===== config.mk =====
export PLATFORM = sky130hd
export DESIGN_NAME = tew_top
export DESIGN_NICKNAME = d
export VERILOG_FILES = /design/src/inc/tew_pkg.sv /design/src/hw/tew_top.sv
export SDC_FILE = /design/constraint.sdc
export NUM_CORES = 1
export LEC_CHECK = 0
export ABC_AREA = 1
export BUFFER_PORTS_ARGS = -buffer_cell sky130_fd_sc_hd__clkbuf_2
export CORE_MARGIN = 10
export CORE_UTILIZATION = 55
export DETAILED_ROUTE_END_ITERATION = 10
export GPL_ROUTABILITY_DRIVEN = 0
export MAX_ROUTING_LAYER = met4
export PLACE_DENSITY = 0.79
export SLEW_MARGIN = 20
export SYNTH_ARGS = -nofsm -noshare
export SYNTH_HDL_FRONTEND = slang
export SYNTH_SLANG_ARGS = --single-unit

===== constraint.sdc =====
create_clock -name clk_i -period 2.6 [get_ports clk_i]
set_clock_uncertainty 0.1 [all_clocks]
set_input_delay 0.26 -clock clk_i [delete_from_list [all_inputs] [get_ports clk_i]]
set_output_delay 0.26 -clock clk_i [all_outputs]
set_load 0.01 [all_outputs]

===== src/inc/tew_pkg.sv =====
// package: constants and types for the trim eeprom byte-write block
package tew_pkg;
    localparam logic [7:0]  ADDR_BATCH     = 8'h60;
    localparam logic [7:0]  ADDR_TEMP      = 8'h62;
    localparam logic [7:0]  ADDR_REF       = 8'h63;
    localparam logic [7:0]  ADDR_DRIVE     = 8'h64;
    localparam logic [7:0]  ADDR_TEST      = 8'h65;
    localparam logic [7:0]  ADDR_XGAIN     = 8'h66;
    localparam logic [7:0]  ADDR_YGAIN     = 8'h67;
    localparam logic [7:0]  ADDR_ZGAIN     = 8'h68;
    localparam logic [7:0]  ADDR_FIRST     = 8'h62;
    localparam logic [7:0]  ADDR_LAST      = 8'h68;
    localparam int          WORDS          = 7;
    localparam logic [4:0]  UNLOCK_KEY     = 5'h15;
    localparam logic [1:0]  MODE_EEPROM    = 2'h2;
    localparam logic [1:0]  MODE_PDOWN     = 2'h3;
    localparam logic [6:0]  SLAVE_ADDR_DEF = 7'h1c;  // arbitrary default
    localparam logic [7:0]  WORD_RESET     = 8'h00;
    localparam logic [3:0]  BIT_LAST       = 4'h7;
    localparam logic [3:0]  BIT_ACK        = 4'h8;
    // programming time in microseconds and its cycle count at 10 MHz
    localparam int          PROG_TIME_US   = 5000;
    localparam int          CLK_MHZ        = 10;
    localparam int          PROG_CYCLES    = PROG_TIME_US * CLK_MHZ;

    typedef enum logic [2:0] {
        TEW_IDLE  = 3'b000,
        TEW_SLAVE = 3'b001,
        TEW_WADDR = 3'b010,
        TEW_DATA  = 3'b011,
        TEW_DONE  = 3'b100,
        TEW_IGN   = 3'b101
    } tew_state_t;

    typedef struct packed {
        logic [5:0] temp_offset;
        logic [3:0] vref_adj;
        logic [3:0] iref_adj;
        logic [3:0] drive_supply;
        logic [3:0] osc_adj;
    } tew_trim_t;
endpackage : tew_pkg


===== src/hw/tew_top.sv =====
// module: i2c byte-write path and word store of the trim eeprom
`timescale 1ns/1ps
module tew_top #(
    parameter int         PROG_CYCLES_P = tew_pkg::PROG_CYCLES
) (
    input  wire logic                clk_i,
    input  wire logic                reset_n_i,
    input  wire logic                scl_i,
    input  wire logic                sda_i,
    output logic                     sda_o,
    output logic                     sda_oe_o,
    input  wire logic [6:0]          slave_addr_i,
    input  wire logic [4:0]          unlock_i,
    input  wire logic [1:0]          mode_i,
    output tew_pkg::tew_trim_t       trim_o,
    output logic [7:0]               addr_counter_o,
    output logic                     prog_busy_o
);
    // pin synchronisers, second stage only is used downstream
    logic [1:0] scl_meta;
    logic [1:0] sda_meta;
    logic       scl_prev;
    logic       sda_prev;
    always_ff @(posedge clk_i or negedge reset_n_i) begin
        if (!reset_n_i) begin
            scl_meta <= 2'h3;
            sda_meta <= 2'h3;
            scl_prev <= 1'b1;
            sda_prev <= 1'b1;
        end else begin
            scl_meta <= {scl_meta[0], scl_i};
            sda_meta <= {sda_meta[0], sda_i};
            scl_prev <= scl_meta[1];
            sda_prev <= sda_meta[1];
        end
    end

    wire scl_s    = scl_meta[1];
    wire sda_s    = sda_meta[1];
    wire scl_rise = scl_s & ~scl_prev;
    wire scl_fall = ~scl_s & scl_prev;
    // both pins come through the same stages, so data moved just after an scl fall never looks
    // like a start or a stop
    wire start_c  = scl_s & scl_prev & sda_prev & ~sda_s;
    wire stop_c   = scl_s & scl_prev & ~sda_prev & sda_s;

    // map decode for the write select; the counter wrap in next_map compares against ADDR_LAST itself
    function automatic logic in_map(input logic [7:0] a);
        in_map = (a >= tew_pkg::ADDR_FIRST) && (a <= tew_pkg::ADDR_LAST);
    endfunction : in_map

    function automatic logic [7:0] next_map(input logic [7:0] a);
        next_map = (a >= tew_pkg::ADDR_LAST) ? tew_pkg::ADDR_FIRST : a + 8'h01;
    endfunction : next_map

    tew_pkg::tew_state_t state;
    tew_pkg::tew_state_t next_state;
    logic [3:0] bit_cnt;
    logic [7:0] shift;
    logic [7:0] word_addr;
    logic [7:0] data_byte;
    logic       data_held;
    logic       ack_drive;
    logic [7:0] mem [tew_pkg::WORDS];
    logic [7:0] addr_counter;
    logic [31:0] prog_cnt;

    wire byte_done   = scl_fall & (bit_cnt == tew_pkg::BIT_LAST);
    wire ack_done    = scl_fall & (bit_cnt == tew_pkg::BIT_ACK);
    wire [7:0] rx_full = {shift[6:0], sda_s};
    wire addr_match  = (shift[7:1] == slave_addr_i) & ~shift[0];
    // a write needs the key and eeprom mode; outside that mode the reference is not up
    wire write_ok    = (unlock_i == tew_pkg::UNLOCK_KEY)
                     & (mode_i == tew_pkg::MODE_EEPROM);
    wire prog_go     = stop_c & data_held & (state == tew_pkg::TEW_DONE);
    wire word_valid  = in_map(word_addr);
    wire [2:0] word_idx = 3'(word_addr - tew_pkg::ADDR_FIRST);
    wire prog_busy   = (prog_cnt != 32'h0);

    // bit counter and shifter run on scl edges within a transfer
    always_ff @(posedge clk_i or negedge reset_n_i) begin
        if (!reset_n_i) begin
            bit_cnt <= 4'h0;
            shift   <= 8'h00;
        end else if (start_c || stop_c) begin
            // parked one below bit 0: the scl fall that closes a start is not a bit
            bit_cnt <= 4'hf;
        end else begin
            if (scl_rise && bit_cnt <= tew_pkg::BIT_LAST) begin
                shift <= rx_full;
            end
            if (scl_fall) begin
                bit_cnt <= (bit_cnt == tew_pkg::BIT_ACK) ? 4'h0 : bit_cnt + 4'h1;
            end
        end
    end

    // transfer sequence; a second data byte is not acknowledged
    always_comb begin
        next_state = state;
        unique case (state)
            tew_pkg::TEW_IDLE:  next_state = state;
            tew_pkg::TEW_SLAVE: if (ack_done) begin
                next_state = tew_pkg::TEW_WADDR;
            end
            tew_pkg::TEW_WADDR: if (ack_done) begin
                next_state = tew_pkg::TEW_DATA;
            end
            tew_pkg::TEW_DATA:  if (ack_done) begin
                next_state = tew_pkg::TEW_DONE;
            end
            tew_pkg::TEW_DONE:  next_state = state;
            tew_pkg::TEW_IGN:   next_state = state;
            default:            next_state = tew_pkg::TEW_IDLE;
        endcase
        if (byte_done && state == tew_pkg::TEW_SLAVE && !addr_match) begin
            next_state = tew_pkg::TEW_IGN;
        end
        if (stop_c) begin
            next_state = tew_pkg::TEW_IDLE;
        end
        // start is applied last, so it wins over a stop and over a foreign address
        if (start_c) begin
            next_state = prog_busy ? tew_pkg::TEW_IGN : tew_pkg::TEW_SLAVE;
        end
    end

    // sequence registers, ack drive from scl fall of bit 7 to the next
    always_ff @(posedge clk_i or negedge reset_n_i) begin
        if (!reset_n_i) begin
            state     <= tew_pkg::TEW_IDLE;
            ack_drive <= 1'b0;
            word_addr <= 8'h00;
            data_byte <= 8'h00;
            data_held <= 1'b0;
        end else begin
            state <= next_state;
            if (start_c || stop_c || ack_done) begin
                ack_drive <= 1'b0;
            end else if (byte_done && state == tew_pkg::TEW_SLAVE) begin
                ack_drive <= addr_match;
            end else if (byte_done && (state == tew_pkg::TEW_WADDR ||
                                       state == tew_pkg::TEW_DATA)) begin
                ack_drive <= 1'b1;
            end
            if (byte_done && state == tew_pkg::TEW_WADDR) begin
                word_addr <= shift;
            end
            if (byte_done && state == tew_pkg::TEW_DATA) begin
                data_byte <= shift;
                data_held <= 1'b1;
            end else if (start_c || stop_c) begin
                data_held <= 1'b0;
            end
        end
    end

    // word store and programming timer; only the addressed word changes
    always_ff @(posedge clk_i or negedge reset_n_i) begin
        if (!reset_n_i) begin
            for (int i = 0; i < tew_pkg::WORDS; i++) begin
                mem[i] <= tew_pkg::WORD_RESET;
            end
            prog_cnt     <= 32'h0;
            addr_counter <= tew_pkg::ADDR_FIRST;
        end else begin
            if (prog_go && write_ok && word_valid) begin
                mem[word_idx] <= data_byte;
                addr_counter  <= next_map(word_addr);
                prog_cnt      <= 32'(PROG_CYCLES_P);
            // a start while busy is ignored, so a launch never lands on a running cycle
            end else if (prog_busy) begin
                prog_cnt <= prog_cnt - 32'h1;
            end
        end
    end

    // trim fields wired straight from the stored words
    always_comb begin
        trim_o.temp_offset  = mem[0][5:0];
        trim_o.vref_adj     = mem[1][7:4];
        trim_o.iref_adj     = mem[1][3:0];
        trim_o.drive_supply = mem[2][7:4];
        trim_o.osc_adj      = mem[2][3:0];
    end

    // the line is only released, never driven high; the board pull-up supplies the one
    assign sda_o          = 1'b0;          // open drain: only ever pulls low
    assign sda_oe_o       = ack_drive;
    assign addr_counter_o = addr_counter;
    assign prog_busy_o    = prog_busy;

    // checks
    a_ack_after_addr: assert property (@(posedge clk_i) disable iff (!reset_n_i)
        (byte_done && state == tew_pkg::TEW_WADDR && !stop_c && !start_c)
            |=> sda_oe_o)
        else $error("no ack after word address");
    a_prog_starts: assert property (@(posedge clk_i) disable iff (!reset_n_i)
        (prog_go && write_ok && word_valid) |=> prog_busy_o)
        else $error("programming did not start on stop");
    a_locked_noprog: assert property (@(posedge clk_i) disable iff (!reset_n_i)
        (prog_go && !write_ok && !prog_busy) |=> !prog_busy_o)
        else $error("write while locked");
    a_unmapped_none: assert property (@(posedge clk_i) disable iff (!reset_n_i)
        (prog_go && !word_valid) |=> $stable(addr_counter_o))
        else $error("unmapped address changed state");
    a_one_data_byte: assert property (@(posedge clk_i) disable iff (!reset_n_i)
        (state == tew_pkg::TEW_DONE && byte_done) |=> !sda_oe_o)
        else $error("second data byte acknowledged");
    a_counter_wraps: assert property (@(posedge clk_i) disable iff (!reset_n_i)
        (prog_go && write_ok && word_addr == tew_pkg::ADDR_LAST)
            |=> addr_counter_o == tew_pkg::ADDR_FIRST)
        else $error("counter did not wrap");
    a_temp_field: assert property (@(posedge clk_i) disable iff (!reset_n_i)
        (prog_go && write_ok && word_addr == tew_pkg::ADDR_TEMP)
            |=> trim_o.temp_offset == $past(data_byte[5:0]))
        else $error("temperature trim mismatch");
    a_ref_field: assert property (@(posedge clk_i) disable iff (!reset_n_i)
        (prog_go && write_ok && word_addr == tew_pkg::ADDR_REF)
            |=> {trim_o.vref_adj, trim_o.iref_adj} == $past(data_byte))
        else $error("reference trim mismatch");

    // acknowledge handling on the ninth clock of each byte
    a_ack_after_slave: assert property (@(posedge clk_i) disable iff (!reset_n_i)
        (byte_done && state == tew_pkg::TEW_SLAVE && addr_match) |=> sda_oe_o)
        else $error("no ack after slave address");
    a_ack_after_data: assert property (@(posedge clk_i) disable iff (!reset_n_i)
        (byte_done && state == tew_pkg::TEW_DATA) |=> sda_oe_o)
        else $error("no ack after data byte");
    a_no_ack_foreign: assert property (@(posedge clk_i) disable iff (!reset_n_i)
        (byte_done && state == tew_pkg::TEW_SLAVE && !addr_match) |=> !sda_oe_o)
        else $error("foreign address acknowledged");
    a_ack_released: assert property (@(posedge clk_i) disable iff (!reset_n_i)
        ack_done |=> !sda_oe_o)
        else $error("ack held past the ninth clock");
    a_ignored_silent: assert property (@(posedge clk_i) disable iff (!reset_n_i)
        (state == tew_pkg::TEW_IGN) |-> !sda_oe_o)
        else $error("ignored transfer drives the line");

    // data capture and programming launch
    a_data_one_shot: assert property (@(posedge clk_i) disable iff (!reset_n_i)
        (state == tew_pkg::TEW_DONE && byte_done) |=> $stable(data_byte))
        else $error("extra byte overwrote the data");
    a_busy_loaded: assert property (@(posedge clk_i) disable iff (!reset_n_i)
        $rose(prog_busy_o) |-> prog_cnt == 32'(PROG_CYCLES_P))
        else $error("programming time not loaded");
    a_busy_count: assert property (@(posedge clk_i) disable iff (!reset_n_i)
        (prog_busy_o && !prog_go)
            |=> prog_cnt == $past(prog_cnt) - 32'h1)
        else $error("programming timer skipped a count");
    a_unmapped_quiet: assert property (@(posedge clk_i) disable iff (!reset_n_i)
        (prog_go && !word_valid && !prog_busy) |=> !prog_busy_o)
        else $error("unmapped address started programming");
    a_locked_store: assert property (@(posedge clk_i) disable iff (!reset_n_i)
        (prog_go && !write_ok) |=> $stable(trim_o))
        else $error("locked write changed a trim word");

    // analog trim words change only when their own word is written
    a_temp_hold: assert property (@(posedge clk_i) disable iff (!reset_n_i)
        !(prog_go && write_ok && word_addr == tew_pkg::ADDR_TEMP)
            |=> $stable(trim_o.temp_offset))
        else $error("temperature trim changed without a write");
    a_ref_hold: assert property (@(posedge clk_i) disable iff (!reset_n_i)
        !(prog_go && write_ok && word_addr == tew_pkg::ADDR_REF)
            |=> $stable({trim_o.vref_adj, trim_o.iref_adj}))
        else $error("reference trim changed without a write");
    a_drive_hold: assert property (@(posedge clk_i) disable iff (!reset_n_i)
        !(prog_go && write_ok && word_addr == tew_pkg::ADDR_DRIVE)
            |=> $stable({trim_o.drive_supply, trim_o.osc_adj}))
        else $error("drive trim changed without a write");
    a_drive_field: assert property (@(posedge clk_i) disable iff (!reset_n_i)
        (prog_go && write_ok && word_addr == tew_pkg::ADDR_DRIVE)
            |=> {trim_o.drive_supply, trim_o.osc_adj} == $past(data_byte))
        else $error("drive trim mismatch");

    // address counter follows the last completed write only
    a_counter_hold: assert property (@(posedge clk_i) disable iff (!reset_n_i)
        !(prog_go && write_ok && word_valid) |=> $stable(addr_counter_o))
        else $error("counter moved without a write");
    a_counter_next: assert property (@(posedge clk_i) disable iff (!reset_n_i)
        (prog_go && write_ok && word_valid && word_addr != tew_pkg::ADDR_LAST)
            |=> addr_counter_o == $past(word_addr) + 8'h01)
        else $error("counter not at the following word");
endmodule : tew_top


==> run_results.csv <==
group,metric,value,unit
floorplanning,die_area,13240,um^2
floorplanning,initial_core_util,56.74,%
grt,grt_pass1_wl,18750,um
critical_path,critPathMaxFanout,6,
floorplanning,rows,34,
detailed_routing,antenna_left,0,
finish,antennaDiodeCount,0,
placement,io_buffers,49,
detailed_routing,viasPerCell,5.270,
critical_path,crit_type,"flop to output pin",
timing,fin_crit,2.383,ns
critical_path,required,2.24,ns
finish,nets,717,
timing,relSlewSlack,51.12,%
grt,overflow,0,
detailed_routing,wl_per_cell,13.86,um
logic_synthesis,seq_area_frac_synth,51.06,%
min_path,hold_class,"flop to flop",
finish,regArea,2539,um^2
detailed_routing,drtPass1Iterations,5,
logic_synthesis,avgSynthCellArea,7.843,um^2
clocking,cts_max_level,3,
clocking,clk_path_buf_depth,2,
finish,fin_util,63.93,%
status,status,"finished, final reports clean",
finish,multi_input_area,2122,um^2
floorplanning,fp.dieH,115.1,um
finish,syn2layout_area_growth,12.68,%
finish,mostFrequentLayoutCell,"nand2_1",
timing,rsz0062_at_grt,"false",
detailed_routing,drc,0,
floorplanning,io_pins,51,
floorplanning,coreArea,8763,um^2
timing,hold_slack,0.2534,ns
timing,tns,0,ns
logic_synthesis,synthesis.area,4972,um^2
logic_synthesis,synth_cell_types,32,
detailed_routing,dr.first_iter.drc_count,311,
critical_path,max_stage_delay,0.39,ns
finish,mostFrequentLayoutCells,"nand2_1 (193), dfrtp_1 (92), nor2_1 (88)",
placement,hpwlAfterDp,8365,um
finish,nFillCells,770,
pwr,ir_drop,0.0003718,V
critical_path,end_kind,"output pin",
grt,grt_max_degree,59,
critical_path,cp.arrival,2.02,ns
timing,finalCritPeriodShare,91.64,%
pwr,powerDensity,594.0,nW/um^2
timing,finalHoldViolCount,0,
floorplanning,die_w,115.1,um
detailed_routing,drt_wl_total,11180,um
finish,final_area,5603,um^2
timing,worst_pin_slew,0.7331,ns
pwr,leakagePower,2.867,nW
grt,grt_pass1_vias,4108,
logic_synthesis,synthCells,634,
job,maxCapViolations,0,
detailed_routing,via_count,4253,
critical_path,start_kind,"flop",
timing,setup_viol_count_final,0,
placement,dpl_cell_area,5355,um^2
clocking,path_clk_slew,0.10,ns
critical_path,critical-path-slowest-cell,"dfrtp_1",
grt,antenna_found_initial,0,
logic_synthesis,ys_warn_count,0,
logic_synthesis,synthesis.nets,657,
critical_path,path_cells,"inv_1 -> ha_2 -> nand2_1 -> nor2_4 -> nand2_1 -> nor2_1 -> nand4_1 -> clkbuf_2",
clocking,cts_made_buffers,9,
timing,drv_slew,0,
logic_synthesis,synth_seq_cells,101,
clocking,clkLatencyLatePin,0.38,ns
critical_path,cp_common_cell,"nand2_1",
grt,track_usage,17.84,%
clocking,cts_tree,"built",
finish,drive_above_1_share,14.31,%
timing,fmax,419.7,MHz
clocking,clock_sinks,101,
clocking,cts-root-buf,"clkbuf_8",
state kept, by name, indices dropped and copies added (netlist names), 2 cells and up:
register / flops
scl_meta: 2
trim_o: 22
word_addr: 8
prog_cnt: 32
bit_cnt: 4
data_byte: 8
addr_counter_o: 8
state: 3
shift: 8
sda_meta: 2
power breakdown:
part / switching [mW] / internal, mW / total [mW]
logic: 0.345 / 0.176 / 0.522
clock network: 0.566 / 0.443 / 1.01
registers: 0.107 / 1.69 / 1.80
path summary, 6_finish.rpt:
path / startpoint / to / slack, ns / depth (start not counted)
min reg2reg: scl_meta[0] / scl_meta[1] / 0.25 / 0
max in group asynchronous: reset_n_i / word_addr[2] / 1.28 / 3
min: scl_meta[0] / scl_meta[1] / 0.25 / 0
max reg2reg: scl_meta[1] / prog_cnt[31] / 0.42 / 9
max: prog_cnt[0] / prog_busy_o / 0.22 / 8
min in group asynchronous: reset_n_i / prog_cnt[15] / 0.38 / 2
kinds of logic (layout without fill, tap and decap cells):
group | Yosys count | after routing | share of synthesized area [%]
simple gates | 380 | 380 | 32.21
fa+ha+maj | 5 | 5 | 1.258
compound gates | 45 | 45 | 5.108
xor+xnor | 22 | 22 | 3.875
buf+inv | 80 | 145 | 6.417
flops | 101 | 101 | 51.06
other cells | 1 | 1 | 0.07542
cells in the mapped netlist:
master	instances	share of area, %
nand2_1	193	15
dfrtp_1	92	46
nor2_1	88	6.6
inv_1	63	4.8
nand3_1	56	5.6
o21ai_0	30	3.0
nor3_1	15	1.5
xor2_1	15	2.6
nand4_1	10	1.3
dfstp_2	9	4.8
o211ai_1	7	1.1
xnor2_1	7	1.2
buf_2	6	0.60
ha_1	5	1.3
nand3b_1	5	0.75
or2_2	5	0.63
clkbuf_1	4	0.30
inv_2	4	0.30
buf_4	3	0.45
nor2_2	3	0.38
a21oi_1	2	0.20
o21ai_1	2	0.20
a211oi_1	1	0.15
a21boi_0	1	0.15
and2_1	1	0.13
conb_1	1	0.075
nand2_2	1	0.13
nor2_4	1	0.23
nor3_2	1	0.20
nor3b_1	1	0.15
o21bai_1	1	0.15
o221ai_1	1	0.18
area by class of cell:
class | count | share of cell area, %
clock buffer | 12 | 2.948
clock inverter | 4 | 0.6699
inverter | 67 | 4.489
multi-input combinational | 453 | 37.87
sequential | 101 | 45.31
tap | 108 | 2.412
timing repair buffer | 62 | 6.297
per-layer routing:
layer | vias to the layer above | part of all wire [%] | track usage, %
li1 | 2123 | - | -
met2 | 98 | 49 | 28.68
met4 | 0 | 1.5 | 4.950
met5 | - | 0 | -
met1 | 2012 | 45 | 21.70
met3 | 20 | 4.9 | 4.740
timing repair:
item | 4_1_cts | 5_1_grt
gates resized for setup | 0 | 2
setup endpoints to repair | 1 | 1
endpoints found under the hold margin | 51 | 0
setup buffers | 1 | 0
cloned | 0 | 0
hold buffers | 3 | 0
pin swaps | 1 | 0
worst max-delay path, delay by kind of cell, from the launching register on:
family | cells | cell delay (ns)
AND/OR/NAND/NOR | 5 | 0.72
flip-flops | 1 | 0.39
buffers and inverters | 2 | 0.29
adder cells (fa/ha/maj) | 1 | 0.25
metrics by stage:
| stage | setup WS [ns] | power, mW | cells |
|---|---|---|---|
| 2_1_floorplan | 0.7524 | 2.161 | 634 |
| 3_3_place_gp | 0.4160 | 2.310 | 787 |
| 3_5_place_dp | 0.3937 | 2.342 | 787 |
| 4_1_cts | 0.1161 | 3.349 | 807 |
| 5_1_grt | 0.04923 | 3.507 | 807 |
| 6_report | 0.2174 | 3.328 | 807 |
No activity file was read; power rests on OpenSTA's default activity.
